===== src/core/btpl_pkg.sv =====
// Behaviour
// - target claims only I/O and memory commands
// - master never issues interrupt-ack or reserved codes
// - accept locked reads, config, MsgD; never transmit
// - locked completions sent only, never accepted
// - INTx level changes become assert/deassert messages
// - PME input assertion becomes PME message
// - slot power limit payload captured into fields
// - device ID messages on PCI master-aborted
// - vendor type1 dropped, vendor type0 UR
// - ignored dropped, error UR, INTx malformed
// - posted never passes earlier posted
// - read completion passes posted only with RO
// - others wait on posted, pass the rest
// - upstream PCI ignores bus lock, stays unlocked
// - lock needs locked read, lock pin, TRDY
// - only unlock message leaves locked condition
// - target-lock: all TLPs UR, PCI still accepted
// - successful locked read completion gives full-lock
// - locked read waits for earlier requests
// - full-lock: retry upstream, UR non-memory, hold
// - under lock every downstream cycle asserts lock
// - failed initial locked read: no lock, error
package btpl_pkg;
  // tlp kinds as seen by this core
  typedef enum logic [3:0] {
    TLP_MRD = 4'h0, TLP_MRDLK = 4'h1, TLP_MWR = 4'h2, TLP_IORD = 4'h3,
    TLP_IOWR = 4'h4, TLP_CFGRD0 = 4'h5, TLP_CFGWR0 = 4'h6, TLP_CFGRD1 = 4'h7,
    TLP_CFGWR1 = 4'h8, TLP_MSG = 4'h9, TLP_MSGD = 4'hA, TLP_CPL = 4'hB,
    TLP_CPLD = 4'hC, TLP_CPLLK = 4'hD, TLP_CPLDLK = 4'hE
  } btpl_tlp_t;
  // lock controller states, one-hot
  typedef enum logic [2:0] {
    LK_IDLE = 3'h1, LK_TGT = 3'h2, LK_FULL = 3'h4
  } btpl_lock_t;
  // ordering classes of a queued transaction
  typedef enum logic [1:0] {
    ORD_POSTED = 2'h0, ORD_NP = 2'h1, ORD_RDCPL = 2'h2, ORD_WRCPL = 2'h3
  } btpl_ord_t;
  // pci command masks, one bit per command code
  localparam logic [15:0] TGT_CMD_MASK = 16'hF0CC;
  localparam logic [15:0] MST_CMD_MASK = 16'hFCCE;
  // message codes
  localparam logic [7:0] MC_UNLOCK = 8'h00;
  localparam logic [7:0] MC_PME = 8'h18;
  localparam logic [7:0] MC_INTX = 8'h20;
  localparam logic [7:0] MC_DEINTX = 8'h24;
  localparam logic [7:0] MC_ERR_COR = 8'h30;
  localparam logic [7:0] MC_ERR_NF = 8'h31;
  localparam logic [7:0] MC_ERR_F = 8'h33;
  localparam logic [7:0] MC_IGN_LO = 8'h40;
  localparam logic [7:0] MC_IGN_HI = 8'h48;
  localparam logic [7:0] MC_SPL = 8'h50;
  localparam logic [7:0] MC_VEND0 = 8'h7E;
  localparam logic [7:0] MC_VEND1 = 8'h7F;
  // reset values and stamp width
  localparam logic [1:0] SPL_SCALE_RST = 2'h0;
  localparam logic [7:0] SPL_VALUE_RST = 8'h00;
  localparam int STAMP_W = 6;
endpackage : btpl_pkg


===== src/core/btpl_core.sv =====
`timescale 1ns/1ps
// transaction policy and downstream lock control of the bridge
module btpl_core (
  // clock and reset
  input wire logic REF_CLK,
  input wire logic RST_B,
  // pci target decode
  input wire logic PCI_TGT_VALID,
  input wire logic [3:0] PCI_TGT_CMD,
  input wire logic PCI_TGT_DEVID_MSG,
  output logic PCI_TGT_CLAIM,
  output logic PCI_TGT_RETRY,
  output logic PCI_TGT_MABORT,
  // pci master engine
  input wire logic PCI_MST_REQ,
  input wire logic [3:0] PCI_MST_CMD,
  input wire logic PCI_MST_BUSY,
  input wire logic PCI_MST_DONE,
  input wire logic PCI_MST_TRDY,
  input wire logic PCI_MST_ABORT,
  output logic PCI_MST_GO,
  // locked read sequencing
  input wire logic DN_AHEAD_IDLE,
  output logic LK_RD_START,
  output logic LK_CPL_ERR,
  output logic LOCK_TGT,
  output logic LOCK_FULL,
  // bus lock pin
  input wire logic BUS_LOCK_PIN_N_I,
  output logic BUS_LOCK_PIN_N_O,
  output logic BUS_LOCK_PIN_N_OE,
  // received tlp
  input wire logic RX_VALID,
  input wire btpl_pkg::btpl_tlp_t RX_TYPE,
  input wire logic [7:0] RX_MSG_CODE,
  input wire logic [1:0] RX_SPL_SCALE,
  input wire logic [7:0] RX_SPL_VALUE,
  output logic RX_ACCEPT,
  output logic RX_UR,
  output logic RX_MALF,
  output logic RX_DROP,
  // slot power fields
  output logic [1:0] SLOT_PWR_SCALE,
  output logic [7:0] SLOT_PWR_VALUE,
  // transmit tlp
  input wire logic TX_VALID,
  input wire btpl_pkg::btpl_tlp_t TX_TYPE,
  output logic TX_GO,
  // ordering
  input wire logic ORD_ENQ_POSTED,
  input wire logic ORD_ISS_POSTED,
  input wire btpl_pkg::btpl_ord_t ORD_CLASS,
  input wire logic ORD_RO,
  input wire logic [btpl_pkg::STAMP_W-1:0] ORD_STAMP_IN,
  output logic [btpl_pkg::STAMP_W-1:0] ORD_STAMP,
  output logic ORD_PASS_OK,
  // interrupt and pme pins, upstream messages
  input wire logic [3:0] PCI_INT_N,
  input wire logic PM_EVENT_IN_N,
  input wire logic UP_MSG_READY,
  output logic UP_MSG_VALID,
  output logic [7:0] UP_MSG_CODE
);
  import btpl_pkg::*;

  btpl_lock_t lock_st_ff;
  btpl_lock_t nxt_lock_st;
  logic rd_pend_ff;
  logic rd_act_ff;
  logic drive_ff;
  logic cpl_err_ff;
  logic [1:0] scale_ff;
  logic [7:0] value_ff;
  logic pin_s1_ff;
  logic pin_s2_ff;

  wire st_idle = (lock_st_ff == LK_IDLE);
  wire st_tgt = (lock_st_ff == LK_TGT);
  wire st_full = (lock_st_ff == LK_FULL);

  // pci command policy; the bus lock pin is never looked at here
  assign PCI_TGT_CLAIM = PCI_TGT_VALID && TGT_CMD_MASK[PCI_TGT_CMD] && !PCI_TGT_DEVID_MSG;
  assign PCI_TGT_MABORT = PCI_TGT_VALID && !PCI_TGT_CLAIM;
  assign PCI_TGT_RETRY = PCI_TGT_CLAIM && st_full;
  assign PCI_MST_GO = PCI_MST_REQ && MST_CMD_MASK[PCI_MST_CMD];

  // message code classes
  wire rx_msg = (RX_TYPE == TLP_MSG) || (RX_TYPE == TLP_MSGD);
  wire mc_unlock = rx_msg && (RX_MSG_CODE == MC_UNLOCK);
  wire mc_spl = (RX_TYPE == TLP_MSGD) && (RX_MSG_CODE == MC_SPL);
  wire mc_intx = rx_msg && (RX_MSG_CODE[7:3] == MC_INTX[7:3]);
  wire mc_err = rx_msg && ((RX_MSG_CODE == MC_ERR_COR) || (RX_MSG_CODE == MC_ERR_NF)
    || (RX_MSG_CODE == MC_ERR_F));
  wire mc_ign = rx_msg && (RX_MSG_CODE >= MC_IGN_LO) && (RX_MSG_CODE <= MC_IGN_HI);
  wire mc_v0 = rx_msg && (RX_MSG_CODE == MC_VEND0);
  wire mc_v1 = rx_msg && (RX_MSG_CODE == MC_VEND1);

  // received type classes
  wire rx_lkcpl = (RX_TYPE == TLP_CPLLK) || (RX_TYPE == TLP_CPLDLK);
  wire rx_cpl = (RX_TYPE == TLP_CPL) || (RX_TYPE == TLP_CPLD);
  wire rx_mem = (RX_TYPE == TLP_MRD) || (RX_TYPE == TLP_MWR) || (RX_TYPE == TLP_MRDLK);
  wire rx_lkrd = RX_VALID && (RX_TYPE == TLP_MRDLK);

  // base verdicts, before the lock state overrides them
  wire base_malf = mc_intx;
  wire base_ur = rx_lkcpl || mc_err || mc_v0;
  wire base_drop = mc_ign || mc_v1;
  // full-lock turns away every non-memory request but the unlock itself
  wire full_ur = st_full && !rx_mem && !rx_cpl && !rx_lkcpl && !mc_unlock;
  wire v_ur = st_tgt || full_ur || base_ur;
  wire v_malf = !v_ur && base_malf;
  wire v_drop = !v_ur && !v_malf && base_drop;

  // one verdict per received tlp
  assign RX_UR = RX_VALID && v_ur;
  assign RX_MALF = RX_VALID && v_malf;
  assign RX_DROP = RX_VALID && v_drop;
  assign RX_ACCEPT = RX_VALID && !v_ur && !v_malf && !v_drop;
  wire spl_take = RX_ACCEPT && mc_spl;
  wire unlock_take = RX_ACCEPT && mc_unlock && st_full;

  // transmit policy: locked completions only while a locked read is served
  wire tx_req = (TX_TYPE == TLP_MRD) || (TX_TYPE == TLP_MWR) || (TX_TYPE == TLP_IORD)
    || (TX_TYPE == TLP_IOWR) || (TX_TYPE == TLP_MSG);
  wire tx_cpl = (TX_TYPE == TLP_CPL) || (TX_TYPE == TLP_CPLD);
  wire tx_lkcpl = (TX_TYPE == TLP_CPLLK) || (TX_TYPE == TLP_CPLDLK);
  // locked reads, config requests and MsgD never leave on the link
  assign TX_GO = TX_VALID && ((tx_req && !st_full) || tx_cpl || (tx_lkcpl && !st_idle));

  // locked read launch: queue ahead drained and nobody else holds the bus lock
  wire bus_free = pin_s2_ff;
  assign LK_RD_START = st_tgt && rd_pend_ff && DN_AHEAD_IDLE && bus_free;
  wire rd_end = rd_act_ff && PCI_MST_DONE;
  // lock needs our lock pin driven and a target that answered with TRDY
  wire rd_ok = rd_end && PCI_MST_TRDY && !PCI_MST_ABORT && drive_ff;
  wire rd_bad = rd_end && !rd_ok;

  // lock state machine; aborts in full-lock do not unlock
  always_comb begin
    nxt_lock_st = lock_st_ff;
    case (lock_st_ff)
      LK_IDLE: begin
        if (rx_lkrd) begin
          nxt_lock_st = LK_TGT;
        end
      end
      LK_TGT: begin
        if (rd_ok) begin
          nxt_lock_st = LK_FULL;
        end else if (rd_bad) begin
          nxt_lock_st = LK_IDLE;
        end
      end
      LK_FULL: begin
        if (unlock_take) begin
          nxt_lock_st = LK_IDLE;
        end
      end
      default: begin
        nxt_lock_st = LK_IDLE;
      end
    endcase
  end

  // lock pin drive: the locked read itself, then every downstream cycle under full-lock
  wire nxt_drive = (st_tgt && (LK_RD_START || (rd_act_ff && !rd_end)))
    || (st_full && PCI_MST_BUSY && !unlock_take);
  assign BUS_LOCK_PIN_N_O = 1'b0;
  assign BUS_LOCK_PIN_N_OE = drive_ff;

  // lock sequencing flops
  always_ff @(posedge REF_CLK or negedge RST_B) begin
    if (!RST_B) begin
      lock_st_ff <= LK_IDLE;
      rd_pend_ff <= 1'b0;
      rd_act_ff <= 1'b0;
      drive_ff <= 1'b0;
      cpl_err_ff <= 1'b0;
    end else begin
      lock_st_ff <= nxt_lock_st;
      rd_pend_ff <= (st_idle && rx_lkrd) || (rd_pend_ff && !LK_RD_START);
      rd_act_ff <= LK_RD_START || (rd_act_ff && !rd_end);
      drive_ff <= nxt_drive;
      cpl_err_ff <= st_tgt && rd_bad;
    end
  end

  // lock pin synchroniser; only the second stage is read
  always_ff @(posedge REF_CLK or negedge RST_B) begin
    if (!RST_B) begin
      pin_s1_ff <= 1'b1;
      pin_s2_ff <= 1'b1;
    end else begin
      pin_s1_ff <= BUS_LOCK_PIN_N_I;
      pin_s2_ff <= pin_s1_ff;
    end
  end

  // slot power limit capture
  always_ff @(posedge REF_CLK or negedge RST_B) begin
    if (!RST_B) begin
      scale_ff <= SPL_SCALE_RST;
      value_ff <= SPL_VALUE_RST;
    end else if (spl_take) begin
      scale_ff <= RX_SPL_SCALE;
      value_ff <= RX_SPL_VALUE;
    end
  end

  assign LK_CPL_ERR = cpl_err_ff;
  assign LOCK_TGT = st_tgt;
  assign LOCK_FULL = st_full;
  assign SLOT_PWR_SCALE = scale_ff;
  assign SLOT_PWR_VALUE = value_ff;

  // ordering decisions for the queues outside
  btpl_order #(.W(STAMP_W)) u_order (
    .clk(REF_CLK),
    .rst_b(RST_B),
    .enq_posted(ORD_ENQ_POSTED),
    .iss_posted(ORD_ISS_POSTED),
    .cand_class(ORD_CLASS),
    .cand_ro(ORD_RO),
    .cand_stamp(ORD_STAMP_IN),
    .stamp(ORD_STAMP),
    .pass_ok(ORD_PASS_OK)
  );

  // internally generated messages wait out a full lock
  btpl_evmsg u_evmsg (
    .clk(REF_CLK),
    .rst_b(RST_B),
    .int_n(PCI_INT_N),
    .pme_n(PM_EVENT_IN_N),
    .hold(st_full),
    .ready(UP_MSG_READY),
    .valid(UP_MSG_VALID),
    .code(UP_MSG_CODE)
  );
endmodule : btpl_core


===== src/core/btpl_evmsg.sv =====
`timescale 1ns/1ps
// turns INTx and PME pin activity into upstream message requests
module btpl_evmsg (
  // clock and reset
  input wire logic clk,
  input wire logic rst_b,
  // pins, active low, asynchronous
  input wire logic [3:0] int_n,
  input wire logic pme_n,
  // message port
  input wire logic hold,
  input wire logic ready,
  output logic valid,
  output logic [7:0] code
);
  import btpl_pkg::*;
  logic [4:0] s1_ff;
  logic [4:0] s2_ff;
  logic [4:0] prev_ff;
  logic [4:0] pend_ff;
  logic out_ff;
  logic [7:0] code_ff;
  logic [4:0] nxt_pend;
  logic [4:0] take;
  wire [4:0] pins = {pme_n, int_n};
  wire load = !out_ff && (pend_ff != 5'h00) && !hold;
  // lowest pending line wins; a later change simply re-arms it
  assign take = pend_ff & (~pend_ff + 5'h01);
  // pend set on change, PME on assertion only; set beats the clear of the same cycle
  genvar i;
  for (i = 0; i < 5; i++) begin : g_line
    wire chg = (i == 4) ? (prev_ff[i] && !s2_ff[i]) : (prev_ff[i] ^ s2_ff[i]);
    assign nxt_pend[i] = chg || (pend_ff[i] && !(load && take[i]));
  end
  // message code for the picked line, from the settled level
  function automatic logic [7:0] pick_code(input logic [4:0] t, input logic [4:0] lvl);
    logic [7:0] c;
    c = MC_PME;
    for (int k = 0; k < 4; k++) begin
      if (t[k]) begin
        c = (lvl[k] ? MC_DEINTX : MC_INTX) + 8'(k);
      end
    end
    return c;
  endfunction : pick_code
  assign valid = out_ff && !hold;
  assign code = code_ff;
  always_ff @(posedge clk or negedge rst_b) begin
    if (!rst_b) begin
      s1_ff <= 5'h1F;
      s2_ff <= 5'h1F;
      prev_ff <= 5'h1F;
      pend_ff <= 5'h00;
      out_ff <= 1'b0;
      code_ff <= 8'h00;
    end else begin
      s1_ff <= pins;
      s2_ff <= s1_ff;
      prev_ff <= s2_ff;
      pend_ff <= nxt_pend;
      out_ff <= load || (out_ff && !(ready && !hold));
      code_ff <= load ? pick_code(take, s2_ff) : code_ff;
    end
  end
endmodule : btpl_evmsg


===== src/core/btpl_order.sv =====
`timescale 1ns/1ps
// posted-write stamp tracker deciding whether a queued entry may go
module btpl_order #(
  parameter int W = btpl_pkg::STAMP_W
) (
  // clock and reset
  input wire logic clk,
  input wire logic rst_b,
  // queue events
  input wire logic enq_posted,
  input wire logic iss_posted,
  // candidate
  input wire btpl_pkg::btpl_ord_t cand_class,
  input wire logic cand_ro,
  input wire logic [W-1:0] cand_stamp,
  output logic [W-1:0] stamp,
  output logic pass_ok
);
  import btpl_pkg::*;
  logic [W-1:0] enq_ff;
  logic [W-1:0] iss_ff;
  // modular distances; W must cover the deepest posted backlog
  wire [W-1:0] since = enq_ff - cand_stamp;
  wire [W-1:0] outs = enq_ff - iss_ff;
  wire oldest = (cand_stamp == iss_ff);
  wire clear_ahead = (since >= outs);
  wire ro_pass = (cand_class == ORD_RDCPL) && cand_ro;
  assign stamp = enq_ff;
  assign pass_ok = (cand_class == ORD_POSTED) ? oldest : (ro_pass || clear_ahead);
  // counters only ever advance
  always_ff @(posedge clk or negedge rst_b) begin
    if (!rst_b) begin
      enq_ff <= '0;
      iss_ff <= '0;
    end else begin
      enq_ff <= enq_ff + W'(enq_posted);
      iss_ff <= iss_ff + W'(iss_posted);
    end
  end
endmodule : btpl_order


===== config.mk =====
export PLATFORM = sky130hd
export DESIGN_NAME = btpl_core
export DESIGN_NICKNAME = d
export VERILOG_FILES = /design/src/core/btpl_pkg.sv /design/src/core/btpl_core.sv /design/src/core/btpl_evmsg.sv /design/src/core/btpl_order.sv
export SDC_FILE = /design/constraint.sdc
export NUM_CORES = 1
export LEC_CHECK = 0
export BUFFER_PORTS_ARGS = -buffer_cell sky130_fd_sc_hd__buf_2
export CORE_MARGIN = 1
export CORE_UTILIZATION = 46
export CTS_BUF_LIST = sky130_fd_sc_hd__clkbuf_2
export DETAILED_ROUTE_END_ITERATION = 8
export PLACE_DENSITY = 0.74
export SLEW_MARGIN = 20
export SYNTH_ARGS = -nofsm -noshare
export SYNTH_HDL_FRONTEND = slang
export SYNTH_SLANG_ARGS = --single-unit

===== constraint.sdc =====
create_clock -name REF_CLK -period 2.7 [get_ports REF_CLK]
set_clock_uncertainty 0.1 [all_clocks]
set_input_delay 0.135 -clock REF_CLK [delete_from_list [all_inputs] [get_ports REF_CLK]]
set_output_delay 0.135 -clock REF_CLK [all_outputs]
set_load 0.02 [all_outputs]

==> flow_summary.json <==
{
  "clk_latency_ps": 460,
  "r2r_slack_ps": 410,
  "grt_pass1_wl_um": 11700,
  "portBuffers": 100,
  "r2r-start": "lock_st_ff[2]",
  "ff2ff_path_depth": 6,
  "p_leak_nw": 2.15,
  "timing.hold.worst.class": "in -> async",
  "grt_pass1_vias": 2701,
  "die_h_um": 84.7,
  "violations": "negative setup slack",
  "report.final.slew_viol_count": 0,
  "status": "complete, but fails checks",
  "grt-ovfl-total": 0,
  "post_drt_wl_per_cell_um": 13.2,
  "critical_path_class": "reg -> out",
  "setup_ws_ps": -309,
  "final_layout_size_suffix_gt1_share_pct": 41.3,
  "path_clk_slew_ps": 160,
  "antenna_cells": 0,
  "drt_wl_total_um": 6910,
  "hold-worst-slack_ps": 95.8,
  "drtIter0Drc": 78,
  "cp_common_cell": "ha_4",
  "final_nets": 526,
  "io_pins": 105,
  "clk_path_buf_depth": 2,
  "yosysTopAreaCell": "dfrtp_1",
  "core_region_area_um2": 6460,
  "max_stage_delay_ps": 500,
  "initial_core_util_pct": 48.7,
  "num_vias": 2673,
  "fillers": 500,
  "syn_area_um2": 3150,
  "clock.fmax_mhz": 332,
  "async_reset_ff_share_pct": 100,
  "first_pass_iters": 6,
  "cp_slowest_cell": "or4_1",
  "drc": 0,
  "htree_levels": 3,
  "cts.sinks": 57,
  "synth_cells": 294,
  "path_cells": "ha_4, nor2b_4, o21ai_2, a21boi_2, or4_1, nand3_1, ha_4, a211oi_2, a21oi_1, buf_4",
  "netlist_top_cells_area": "dfrtp_1 31%, dfstp_2 15%, ha_1 8.0%",
  "core.rowCount": 29,
  "viasPerCell": 5.12,
  "synth-seq-cells": 57,
  "cts_tree": "built",
  "post-route-period-util_pct": 111,
  "critPathRequiredTime_ps": 2470,
  "cts-root-buf": "clkbuf_2",
  "setup_viol": 1,
  "grt_setup_unrepaired": "yes",
  "numCtsBuffers": 9,
  "grt_max_degree": 31,
  "avgSynthCellArea_um2": 10.7,
  "yosysTopAreaCellShare_pct": 31.0,
  "cp-end-kind": "output port",
  "hpwl_um": 5020,
  "final_antenna_net_count": 0,
  "vdd_ir_drop_max_mv": 1.23,
  "seq_area_frac_synth_pct": 46.1,
  "grt_usage_pct": 20.7,
  "tns_ps": -309,
  "gp_congestion": 0.862,
  "synth_warnings": 0,
  "critPathArrivalTime_ps": 2770,
  "layout_commonest_cell": "buf_2",
  "p_per_area_nw_per_um2": 911,
  "critPathMaxFanout": 3,
  "mostFrequentLayoutCells": "99 x buf_2, 38 x dfrtp_1, 30 x nand2_1, 29 x dlygate4sd3_1, 20 x inv_1",
  "final_hold_viol_count": 0,
  "worstReg2RegEnd": "BUS_LOCK_PIN_N_OE",
  "drv_cap": 0,
  "die_x_um": 84.7,
  "synth_edf_count": 0,
  "die_area_um2": 7170,
  "ys.flop_type": "dfrtp_1",
  "antenna_found_initial": 0,
  "syn_to_final_growth_pct": 37.7,
  "startpoint_type": "flop",
  "fin_crit_ps": 3010,
  "ys_types": 59
}
## report_power, final
| group | internal [mW] | switching, mW | total (mW) |
|---|---|---|---|
| Combinational | 1.06 | 1.12 | 2.18 |
| Sequential | 1.01 | 0.155 | 1.16 |
| Clock | 0.298 | 0.303 | 0.601 |
## layout make-up
type / instances / area (um2) / share of cell area [%]
clock inverter: 7 / 85.1 / 1.96
sequential: 57 / 1450 / 33.5
clock buffer: 9 / 45.0 / 1.04
multi-input combinational: 207 / 1680 / 38.8
inverter: 25 / 93.8 / 2.17
timing repair buffer: 140 / 880 / 20.3
tap: 77 / 96.3 / 2.22
## worst max-delay path by stage
stage                              to  cells after the start              from  slack (ps)
after floorplan           ORD_PASS_OK                      9  u_order.stamp[1]          70
after global placement    ORD_PASS_OK                     10  u_order.stamp[1]          40
after detailed placement  ORD_PASS_OK                     10  u_order.stamp[1]          -3
after CTS                 ORD_PASS_OK                     10  u_order.stamp[1]        -370
after global routing      ORD_PASS_OK                     10  u_order.stamp[1]        -450
final                     ORD_PASS_OK                     10  u_order.stamp[1]        -310
## critical path: cells and delay by family, from the launching register on
kind / cells / cell delay, ps
buffers and inverters: 1 / 160
adders and majority gates: 2 / 450
and+or+nand+nor: 3 / 760
DFF: 1 / 470
AOI/OAI and AO/OA: 4 / 500
## registers in the layout (all words and copies together), names as in the netlist, 2 cells and up
signal,count
u_evmsg.prev_ff,5
u_evmsg.s1_ff,5
SLOT_PWR_VALUE,8
u_order.iss_ff,6
u_evmsg.code,5
u_evmsg.s2_ff,5
u_evmsg.pend_ff,5
SLOT_PWR_SCALE,2
u_order.stamp,6
lock_st_ff,3
## stage by stage
step                      total power [mW]  instance area, um2  instances  setup WS, ps  utilization (%)
after floorplan                       2.35                3150        296          74.6                -
final                                 3.95                4330        522          -309             67.1
after CTS                             3.66                4260        523          -374             65.9
after global routing                  4.27                4330        522          -453             67.1
after detailed placement              2.87                3770        475         -2.62             58.4
after global placement                2.81                3770        475          43.2             58.4
## logic make-up after synthesis
kind of cell / share of synthesized area (%)
xor gates and xnor gates: 7.24
other: 0.119
adders and majority gates: 9.23
AOI/OAI and AO/OA: 9.51
buffers and inverters: 4.53
and+or+nand+nor: 17.9
muxes: 5.45
DFF: 46.1
## routing by layer
| layer | wire length, um | GRT usage (%) |
|---|---|---|
| met5 | 0 | 0 |
| met4 | 112 | 5.08 |
| met3 | 350 | 6.39 |
| met2 | 3560 | 38.0 |
| met1 | 2890 | 23.3 |
## Yosys cell counts (all sizes together), types with 3 or more instances
| master | number |
|---|---|
| xnor2 | 15 |
| o211ai | 4 |
| o21ai | 10 |
| and2 | 4 |
| buf | 5 |
| mux2 | 11 |
| or4 | 4 |
| dfstp | 18 |
| nor4 | 5 |
| nand2 | 30 |
| a21o | 3 |
| xor2 | 11 |
| nor2 | 9 |
| nand2b | 4 |
| dfrtp | 39 |
| nor3 | 5 |
| nand3 | 11 |
| inv | 25 |
| ha | 20 |
| a21oi | 12 |
| nand4 | 3 |
| nor3b | 6 |
| and3 | 3 |
| nor2b | 4 |
## timing repair
action,in CTS,in global routing
hold endpoints to repair,85,0
pin swaps,11,12
endpoints found under the setup margin,1,1
buffers inserted,3,1
gates resized for setup,13,16
hold buffers,29,0
Power figures use the tool's default switching activity.
